<file path="src/ewd_pkg.sv">
package ewd_pkg;

	// ****************************************
	// Time base
	// ****************************************
	localparam int unsigned CLK_PERIOD_NS = 100;
	localparam int unsigned SEC_TIME_NS   = 1_000_000_000;
	localparam int unsigned SEC_CYCLES    = SEC_TIME_NS / CLK_PERIOD_NS;

	// ****************************************
	// Limits, in seconds
	// ****************************************
	localparam int unsigned SEC_W         = 10;
	localparam logic [9:0]  DELAY_MIN_S   = 10'h000;
	localparam logic [9:0]  DELAY_MAX_S   = 10'h258;
	localparam logic [9:0]  TMO_MIN_S     = 10'h014;
	localparam logic [9:0]  TMO_MAX_S     = 10'h258;
	localparam logic [9:0]  PRESS_SHORT_S = 10'h001;
	localparam logic [9:0]  PRESS_LONG_S  = 10'h004;

	// Reset pulse length on expiry, in clock cycles
	localparam logic [3:0]  RST_HOLD_CYCLES = 4'h8;

	typedef enum logic [1:0] {
		ACT_RESET,
		ACT_PRESS_SHORT,
		ACT_PRESS_LONG
	} ewd_action_type;

	// Bring a setting into its legal range
	function automatic logic [9:0] ewd_clamp(input logic [9:0] value,
		input logic [9:0] low, input logic [9:0] high);
		logic [9:0] result;
		result = value;
		if (value < low) begin
			result = low;
		end else if (value > high) begin
			result = high;
		end
		return result;
	endfunction : ewd_clamp

endpackage : ewd_pkg

</file>
<file path="src/ewd_sec_tick.sv">
module ewd_sec_tick
	import ewd_pkg::*;
#(
	parameter int unsigned CYCLES = SEC_CYCLES
) (
	input  wire logic ref_clk,
	input  wire logic reset,
	input  wire logic restart,
	output logic      tick
);

	localparam int unsigned CW = (CYCLES > 1) ? $clog2(CYCLES) : 1;
	localparam logic [CW-1:0] LAST = CW'(CYCLES - 1);

	logic [CW-1:0] count;
	logic [CW-1:0] next_count;
	logic          next_tick;

	// Restart zeroes the phase so a fresh second is always a full second
	always_comb begin
		next_count = count + CW'(1);
		next_tick  = 1'b0;
		if (restart) begin
			next_count = '0;
		end else if (count == LAST) begin
			next_count = '0;
			next_tick  = 1'b1;
		end
	end

	always_ff @(posedge ref_clk) begin
		if (reset) begin
			count <= '0;
			tick  <= 1'b0;
		end else begin
			count <= next_count;
			tick  <= next_tick;
		end
	end

endmodule : ewd_sec_tick

</file>
<file path="src/ewd_watchdog.sv">
// Behaviour
// While disabled, the delay and timeout do not count and no expiry action is started.
// One of three expiry actions is selected and performed on expiry.
// Reset action drives a whole-module reset pulse on expiry.
// Short press action holds the power button for one second.
// Long press action holds the power button for four seconds.
// After enabling, wait a start delay of 0 to 600 seconds.
// Timeout of 20 to 600 whole seconds runs until the action fires.
// Host services the watchdog; each service reloads the full timeout.
module ewd_watchdog
	import ewd_pkg::*;
#(
	parameter int unsigned SEC_CYCLES_P = SEC_CYCLES
) (
	input  wire logic        ref_clk,
	input  wire logic        reset,
	input  wire logic        wdt_enable,
	input  wire logic [1:0]  action_sel,
	input  wire logic [9:0]  start_delay,
	input  wire logic [9:0]  timeout,
	input  wire logic        service,
	output logic             wdt_reset,
	output logic             pwr_button_press,
	output logic             delaying,
	output logic             active,
	output logic [9:0]       remaining
);

	// ****************************************
	// State
	// ****************************************
	typedef enum logic [1:0] {
		ST_IDLE,
		ST_DELAY,
		ST_COUNT,
		ST_ACTION
	} ewd_state_type;

	ewd_state_type  state;
	ewd_state_type  next_state;
	ewd_action_type act;
	ewd_action_type next_act;
	logic [9:0]     next_remaining;
	logic [3:0]     hold;
	logic [3:0]     next_hold;
	logic           next_wdt_reset;
	logic           next_pwr_button_press;
	logic           next_delaying;
	logic           next_active;
	logic           restart;
	logic           tick;
	logic [9:0]     delay_s;
	logic [9:0]     tmo_s;
	ewd_action_type sel_act;

	ewd_sec_tick #(
		.CYCLES (SEC_CYCLES_P)
	) u_tick (
		.ref_clk (ref_clk),
		.reset   (reset),
		.restart (restart),
		.tick    (tick)
	);

	assign delay_s = ewd_clamp(start_delay, DELAY_MIN_S, DELAY_MAX_S);
	assign tmo_s   = ewd_clamp(timeout, TMO_MIN_S, TMO_MAX_S);
	// Unused code 3 falls back to reset, the safest recovery
	assign sel_act = (action_sel == 2'h1) ? ACT_PRESS_SHORT :
		(action_sel == 2'h2) ? ACT_PRESS_LONG : ACT_RESET;

	// ****************************************
	// Sequencer
	// ****************************************
	always_comb begin
		next_state     = state;
		next_remaining = remaining;
		next_hold      = hold;
		next_act       = act;
		restart        = 1'b0;
		unique case (state)
			ST_IDLE: begin
				if (wdt_enable) begin
					restart = 1'b1;
					if (delay_s == 10'h000) begin
						next_state     = ST_COUNT;
						next_remaining = tmo_s;
					end else begin
						next_state     = ST_DELAY;
						next_remaining = delay_s;
					end
				end
			end
			ST_DELAY: begin
				if (!wdt_enable) begin
					next_state     = ST_IDLE;
					next_remaining = 10'h000;
				end else if (tick) begin
					if (remaining == 10'h001) begin
						next_state     = ST_COUNT;
						next_remaining = tmo_s;
					end else begin
						next_remaining = remaining - 10'h001;
					end
				end
			end
			ST_COUNT: begin
				if (!wdt_enable) begin
					next_state     = ST_IDLE;
					next_remaining = 10'h000;
				end else if (service) begin
					// Service beats a tick landing in the same cycle
					next_remaining = tmo_s;
					restart        = 1'b1;
				end else if (tick) begin
					if (remaining == 10'h001) begin
						next_state = ST_ACTION;
						next_act   = sel_act;
						next_hold  = RST_HOLD_CYCLES;
						next_remaining = (sel_act == ACT_PRESS_LONG) ? PRESS_LONG_S : PRESS_SHORT_S;
					end else begin
						next_remaining = remaining - 10'h001;
					end
				end
			end
			ST_ACTION: begin
				// An action in progress always completes, even if disabled
				if (act == ACT_RESET) begin
					if (hold == 4'h1) begin
						next_state     = ST_IDLE;
						next_remaining = 10'h000;
					end else begin
						next_hold = hold - 4'h1;
					end
				end else if (tick) begin
					if (remaining == 10'h001) begin
						next_state     = ST_IDLE;
						next_remaining = 10'h000;
					end else begin
						next_remaining = remaining - 10'h001;
					end
				end
			end
		endcase
	end

	always_comb begin
		next_delaying         = (next_state == ST_DELAY);
		next_active           = (next_state == ST_COUNT);
		next_wdt_reset        = (next_state == ST_ACTION) && (next_act == ACT_RESET);
		next_pwr_button_press = (next_state == ST_ACTION) && (next_act != ACT_RESET);
	end

	always_ff @(posedge ref_clk) begin
		if (reset) begin
			state            <= ST_IDLE;
			act              <= ACT_RESET;
			hold             <= 4'h0;
			remaining        <= 10'h000;
			delaying         <= 1'b0;
			active           <= 1'b0;
			wdt_reset        <= 1'b0;
			pwr_button_press <= 1'b0;
		end else begin
			state            <= next_state;
			act              <= next_act;
			hold             <= next_hold;
			remaining        <= next_remaining;
			delaying         <= next_delaying;
			active           <= next_active;
			wdt_reset        <= next_wdt_reset;
			pwr_button_press <= next_pwr_button_press;
		end
	end

	// ****************************************
	// Checks
	// ****************************************
	// Helper: length of the current press in cycles
	logic [31:0] press_len;
	always_ff @(posedge ref_clk) begin
		if (reset) begin
			press_len <= 32'h0000_0000;
		end else if (pwr_button_press) begin
			press_len <= press_len + 32'h0000_0001;
		end else begin
			press_len <= 32'h0000_0000;
		end
	end
endmodule : ewd_watchdog

</file>
<file path="config.mk">
export PLATFORM = sky130hd
export DESIGN_NAME = ewd_watchdog
export DESIGN_NICKNAME = d
export VERILOG_FILES = /design/src/ewd_pkg.sv /design/src/ewd_sec_tick.sv /design/src/ewd_watchdog.sv
export SDC_FILE = /design/constraint.sdc
export NUM_CORES = 1
export LEC_CHECK = 0
export ABC_AREA = 1
export BUFFER_PORTS_ARGS = -buffer_cell sky130_fd_sc_hd__buf_4
export CAP_MARGIN = 20
export CORE_AREA = 2 2 93 95
export CTS_CLUSTER_DIAMETER = 150
export CTS_CLUSTER_SIZE = 14
export DETAILED_ROUTE_END_ITERATION = 7
export DIE_AREA = 0 0 95 97
export RECOVER_POWER = 100
export SLEW_MARGIN = 20
export SYNTH_ARGS = -nofsm -noshare
export SYNTH_HDL_FRONTEND = slang
export SYNTH_HIERARCHICAL = 1
export SYNTH_SLANG_ARGS = --single-unit
export TNS_END_PERCENT = 10
</file>
<file path="constraint.sdc">
create_clock -name ref_clk -period 1.6 [get_ports ref_clk]
set_input_delay 0.08 -clock ref_clk [delete_from_list [all_inputs] [get_ports ref_clk]]
set_output_delay 0.08 -clock ref_clk [all_outputs]
set_load 0.01 [all_outputs]
</file>
---- Word-level counts from Yosys, hierarchy flattened ----
Cells that the tools add are included.
operators by class
  add/subtract/negate cells ............... 3
  $lt $le $gt $ge ......................... 4
  equality and inequality tests ........... 23
  multiplexer cells ....................... 52
  reduce and logical (&&, ||, !) cells .... 12
operators with widths
  operator                                                                count
  10-bit 2-to-1 mux                                                       17
  2-bit 2-to-1 mux                                                        20
  10-bit one-hot mux with 4 select lines                                  1
  24-bit by 1-bit adder with 24-bit output (second input constant)        1
  24-bit == test (second input constant)                                  1
  4-bit 2-to-1 mux                                                        6
  10-bit > comparator (second input constant)                             2
  2-bit == test (second input constant)                                   6
  2-bit != test (second input constant)                                   6
  10-bit by 1-bit == test with 1-bit output (second input constant)       1
  10-bit logical NOT                                                      1
  10-bit by 1-bit < comparator with 1-bit output (second input constant)  1
  10-bit by 5-bit < comparator with 1-bit output (second input constant)  1
  10-bit by 1-bit subtractor with 10-bit output (second input constant)   1
  2-bit one-hot mux with 4 select lines                                   1
  4-bit one-hot mux with 2 select lines                                   1
  7-bit AND reduction                                                     1
  2-bit by 1-bit == test with 1-bit output (second input constant)        3
  2-bit logical NOT                                                       3
  3-bit by 2-bit != test with 1-bit output (second input constant)        2
  5-bit AND reduction                                                     1
  4-bit by 1-bit == test with 1-bit output (second input constant)        1
  1-bit 2-to-1 mux                                                        4
  4-bit by 3-bit != test with 1-bit output (second input constant)        1
  9 further kinds                                                         11
word-level totals
  register bits after elaboration ......... 47
  bits of input ports ..................... 26
  output and inout bits ................... 14
  word-level logic and storage cells ...... 104

---- Logic depth before layout (Yosys ltp) ----
  word-level depth ........................ 10
  gate-level depth with buffers ........... 13
  mapped depth without buffers ............ 13

---- Modules after synthesis ----
Netlist, hierarchy kept.
modules (own cells, without submodules)
  module        instances  cells an instance  area an instance (um2)  seq. area each (um2)
  ewd_watchdog  1          339                1949.4                  440.4
  ewd_sec_tick  1          190                1286.2                  500.5

---- Worst setup path after synthesis ----
Ideal clock, no wire load.
  path type ............................... register to register
  start point ............................. register remaining[0]
  end point ............................... register delaying
  setup time .............................. 0.111 ns
  arrival time ............................ 1.590 ns
  required time ........................... 1.489 ns
  path slack .............................. -0.101 ns
  stages on the path, launching flop included .. 13
  path buffers ............................ 0
  clock period less this slack ............ 1.701 ns
  cells stage by stage .................... dfxtp_1 ha_1 inv_1 nor2_4 nand3_1 nor2_2 nand2_1 a21oi_2 nand2_1 a21oi_1 nand2_1 nand2_1 nor2_1
between the ends
  cells in the longest elaborated chain, start to end .. 7
  elaborated cells between the ends (all ways) .. 13
  those cells by class .................... eq/ne: 2; mux: 11
RTL lines
  element                                        RTL line                                                      source
  start, declared                                ewd_watchdog.sv:26                                            output logic [9:0] remaining
  start signal, assigned                         ewd_watchdog.sv:167                                           remaining <= next_remaining;
  10-bit by 1-bit == test with 1-bit output (*)  ewd_watchdog.sv:98, ewd_watchdog.sv:115, ewd_watchdog.sv:135
  2-bit 2-to-1 mux                               ewd_watchdog.sv:115                                           if (remaining == 10'h001) begin
  2-bit 2-to-1 mux                               ewd_watchdog.sv:114                                           end else if (tick) begin
  2-bit 2-to-1 mux                               ewd_watchdog.sv:110                                           end else if (service) begin
  2-bit 2-to-1 mux                               ewd_watchdog.sv:107                                           if (!wdt_enable) begin
  2-bit one-hot mux with 4 select lines (*)      ewd_watchdog.sv:80                                            unique case (state)
  2-bit by 1-bit == test with 1-bit output (*)   ewd_watchdog.sv:147                                           next_delaying = (next_state == ST_DELAY);
  end signal, assigned                           ewd_watchdog.sv:168                                           delaying <= next_delaying;
  end, declared                                  ewd_watchdog.sv:24                                            output logic delaying,
Mark *: on every way between the ends. The rest lies on a longest branch, timed or not.
A chain may end at the register's enable or synchronous reset.

---- Worst setup path after layout ----
  start point ............................. register remaining[1]
  end point ............................... register state[0]
between the ends
  cells in the longest elaborated chain, start to end .. 6
  elaborated cells between the ends (all ways) .. 12
  those cells by class .................... eq/ne: 1; mux: 11
RTL lines
  element                                        RTL line                                                      source
  10-bit by 1-bit == test with 1-bit output (*)  ewd_watchdog.sv:98, ewd_watchdog.sv:115, ewd_watchdog.sv:135
  2-bit 2-to-1 mux                               ewd_watchdog.sv:115
  2-bit 2-to-1 mux                               ewd_watchdog.sv:114
  2-bit 2-to-1 mux                               ewd_watchdog.sv:110
  2-bit 2-to-1 mux                               ewd_watchdog.sv:107
  2-bit one-hot mux with 4 select lines (*)      ewd_watchdog.sv:80
  end signal, assigned                           ewd_watchdog.sv:164                                           state <= next_state;
  end, declared                                  ewd_watchdog.sv:39                                            ewd_state_type state;
Marked as above.

==> flow_summary.json <==
{
  "fillerInstances": 881,
  "top_level_ports": 40,
  "seq_area_frac_synth_pct": 29.1,
  "area_growth_syn_to_layout_pct": 22.7,
  "cts.root.buffer_cell": "sky130_fd_sc_hd__clkbuf_8",
  "final_standard_cell_count_with_taps_included_and_fillers_excluded": 706,
  "seqPwrFrac_pct": 43.4,
  "critical_path.endpoint_type": "flip-flop",
  "power_switching_mw": 1.01,
  "dieArea_sq_mm": 0.00922,
  "internal-power_mw": 1.92,
  "row_count": 33,
  "sw_frac_of_total_pct": 34.5,
  "failing_checks": "setup timing",
  "power-per-cell-area_mw_per_mm2": 740,
  "timing_max_transition_violations_final": 0,
  "tritoncts": "yes",
  "finish.net_count": 631,
  "timing.final.crit_share_pct": 102,
  "grt_usage_pct": 19.0,
  "tritoncts.num_buffers": 5,
  "worst-endpoint-required_ns": 1.81,
  "tightest_slew_ns": 0.339,
  "report.final.hold_viol_count": 0,
  "clock_sinks": 47,
  "floorplan.core_area_sq_mm": 0.00813,
  "setup_viol_count_final": 3,
  "synth_top_area_share_pct": 29.1,
  "startpoint_kind_of_the_worst_setup_timing_path": "flip-flop",
  "htree_levels": 2,
  "synth_edf_count": 0,
  "clock_path_buffers": 2,
  "finalPower_mw": 2.94,
  "detail_route.wirelength_um": 8280,
  "effective_utilization_at_floorplan_pct": 39.8,
  "post_synthesis_cell_type_with_the_largest_combined_area": "sky130_fd_sc_hd__dfxtp_1",
  "cts.reportedPaths.clkPinSlew_ns": 0.10,
  "critical_path_class": "reg2reg",
  "height_of_the_die_um": 97,
  "place_ws_ns": -0.0404,
  "grt.overflow.total": 0,
  "worst_slew_margin_rel_pct": 77.3,
  "power.clock.fraction_pct": 24.8,
  "layout_setup_ws_ns": -0.0270,
  "place_hpwl_um": 6640,
  "routed_wire_length_per_instance_um": 11.7,
  "grt_setup_unrepaired": "yes",
  "ant_nets": 0,
  "ir_drop_worst_vdd_mv": 0.495,
  "detailroute.via_count": 3395,
  "area_used_by_multi_input_combinational_logic_sq_mm": 0.00201,
  "postSynthRegisterBits": 47,
  "drc_errors": 0,
  "syn_area_per_cell_sq_um": 6.12,
  "drv.max_cap_violation_count": 0,
  "first_pass_grt_wire_length_um": 14500,
  "antenna_cells": 0,
  "pin_count_of_the_biggest_net_entering_global_routing": 25,
  "fp.dieW_um": 95,
  "synthesis.yosys.warnings": 6,
  "initial_antenna_violation_count": 0,
  "post_synth_num_cell_types": 36,
  "post_route_cells_drive_above_1_share_pct": 19.6,
  "detailedRoute.firstIterationViolations": 145,
  "portBuffers": 39,
  "synthesis.nets": 560,
  "grt_pass1_vias": 3382,
  "gp_routability_congestion": 0.947,
  "synth_ff_type": "sky130_fd_sc_hd__dfxtp_1",
  "post-route-min-period_ns": 1.63,
  "number_of_iterations_in_the_first_detailed_routing_pass": 4,
  "timing.hold.worst.class": "in2reg",
  "power_leakage_nw": 1.77,
  "yosys-top-cells-area": "sky130_fd_sc_hd__dfxtp_1 29%, sky130_fd_sc_hd__nand2_1 16%, sky130_fd_sc_hd__nor2_1 10%, sky130_fd_sc_hd__inv_1 8.8%, sky130_fd_sc_hd__nand3_1 7.4%",
  "comb_power_share_pct": 31.8,
  "via_per_inst": 4.81,
  "postSynth.asyncResetShare_pct": 0,
  "synthesis.area_sq_mm": 0.00324,
  "status": "complete, but fails checks",
  "dpl.cell_count": 696,
  "crit_arrival_ns": 1.84,
  "fmax_mhz": 615,
  "finalClockSkew_ns": 0.0133,
  "clock_insertion_delay_at_the_later_pin_of_the_skew_report_ns": 0.30,
  "worstPathMaxFanout": 4,
  "netlist_instances": 529,
  "final-seq-area_sq_um": 951
}
## power by group through the flow
stage	clock network [mW]	logic (mW)	registers, mW
after global routing	0.809	1.05	1.28
final	0.729	0.933	1.28
after floorplan	0	0.532	1.33
after detailed placement	0	0.926	1.30
after global placement	0	0.921	1.30
after CTS	0.758	0.931	1.27
## layer usage
| metal | vias up | part of all wire (%) | track usage, % | wire length, um |
|---|---|---|---|---|
| met5 | - | 0 | 0 | 0 |
| met4 | 0 | 0.75 | 3.34 | 62 |
| met3 | 6 | 3.4 | 2.49 | 283 |
| met2 | 51 | 51 | 35.7 | 4220 |
| met1 | 1534 | 45 | 22.9 | 3710 |
| li1 | 1804 | - | - | - |
## layout by cell type (no fill, tap or decap), types with 4 or more instances in the layout
master	count
sky130_fd_sc_hd__nand2_1	130
sky130_fd_sc_hd__clkbuf_8	5
sky130_fd_sc_hd__xnor2_1	4
sky130_fd_sc_hd__inv_2	6
sky130_fd_sc_hd__buf_4	60
sky130_fd_sc_hd__dfxtp_1	43
sky130_fd_sc_hd__inv_1	72
sky130_fd_sc_hd__xor2_1	12
sky130_fd_sc_hd__o21ai_0	16
sky130_fd_sc_hd__nor2_4	8
sky130_fd_sc_hd__clkbuf_1	9
sky130_fd_sc_hd__nand2_2	11
sky130_fd_sc_hd__nor2_2	7
sky130_fd_sc_hd__nand3_1	47
sky130_fd_sc_hd__o21ai_1	5
sky130_fd_sc_hd__a21oi_1	31
sky130_fd_sc_hd__nor2_1	85
sky130_fd_sc_hd__nand4_1	8
## what timing repair did
item	4_1_cts	5_1_grt
gates resized for setup	0	19
endpoints found under the setup margin	3	43
pin swaps	4	1
hold buffers	0	0
setup buffers	1	1
endpoints found under the hold margin	0	0
## state kept, by name, summed over array words and instances (netlist names), 2 cells and up
name / count
state: 2
remaining: 10
hold: 4
u_tick/count: 24
act: 2
## metrics by stage
stage	cell area, sq um	TNS, ns	hold WS (ns)	utilization [%]
2_1_floorplan	3270	-0.0540	0.157	-
3_3_place_gp	3850	0	0.382	47.4
3_5_place_dp	3850	-0.0723	0.387	47.4
4_1_cts	3950	0	0.0666	48.6
5_1_grt	3970	-3.42	0.0690	48.8
6_report	3970	-0.0685	0.0615	48.8
## synth_stat cells, types with 3 or more instances
library cell,instances
sky130_fd_sc_hd__ha_1,5
sky130_fd_sc_hd__o21ai_1,4
sky130_fd_sc_hd__o21ai_0,18
sky130_fd_sc_hd__inv_1,76
sky130_fd_sc_hd__xor2_1,12
sky130_fd_sc_hd__inv_2,4
sky130_fd_sc_hd__nand4_1,8
sky130_fd_sc_hd__nand2_1,134
sky130_fd_sc_hd__o21bai_1,3
sky130_fd_sc_hd__nor2_2,6
sky130_fd_sc_hd__nor2_4,6
sky130_fd_sc_hd__a21oi_1,31
sky130_fd_sc_hd__nand2_2,7
sky130_fd_sc_hd__xnor2_1,4
sky130_fd_sc_hd__nand3b_1,3
sky130_fd_sc_hd__dfxtp_1,47
sky130_fd_sc_hd__nand3_1,48
sky130_fd_sc_hd__nor2_1,88
## logic make-up (layout without fill, tap and decap cells)
family	after synthesis	count (layout)	share of synthesized area, %
and+or+nand+nor	308	308	42.0
buffers and inverters	85	157	10.8
AOI/OAI and AO/OA	68	68	11.8
DFF	47	47	29.1
xor gates and xnor gates	16	16	4.33
adders and majority gates	5	5	1.93
## worst max-delay path, stage by stage, from the launching register on
cell,delay (ns)
sky130_fd_sc_hd__dfxtp_4,0.36
sky130_fd_sc_hd__inv_4,0.06
sky130_fd_sc_hd__ha_4,0.13
sky130_fd_sc_hd__inv_4,0.03
sky130_fd_sc_hd__nor2_4,0.09
sky130_fd_sc_hd__nand3_2,0.09
sky130_fd_sc_hd__nor2_4,0.13
sky130_fd_sc_hd__nand2_2,0.08
sky130_fd_sc_hd__a21oi_2,0.15
sky130_fd_sc_hd__nand2_1,0.08
sky130_fd_sc_hd__a21oi_1,0.11
sky130_fd_sc_hd__nand2_1,0.10
sky130_fd_sc_hd__nand2_2,0.09
sky130_fd_sc_hd__inv_1,0.04
## worst paths after layout
kind	from	slack [ns]	depth (start not counted)	to
setup / recovery	remaining[1]$_SDFFE_PP0P_	-0.03	13	state[0]$_SDFF_PP0_
hold / removal	reset	0.06	2	remaining[1]$_SDFFE_PP0P_
setup reg to reg	remaining[1]$_SDFFE_PP0P_	-0.03	13	state[0]$_SDFF_PP0_
hold reg to reg	u_tick/count[0]$_SDFF_PP0_	0.42	1	u_tick/count[0]$_SDFF_PP0_
## layout make-up
cell class,count,share of cell area (%)
Timing Repair Buffer,69,12.2
Sequential cell,47,23.9
Clock buffer,5,1.73
Inverter,80,7.69
Multi-Input combinational cell,397,50.7
Tap cell,105,3.31
Clock inverter,3,0.473
No activity file was read; power rests on OpenSTA's default activity.
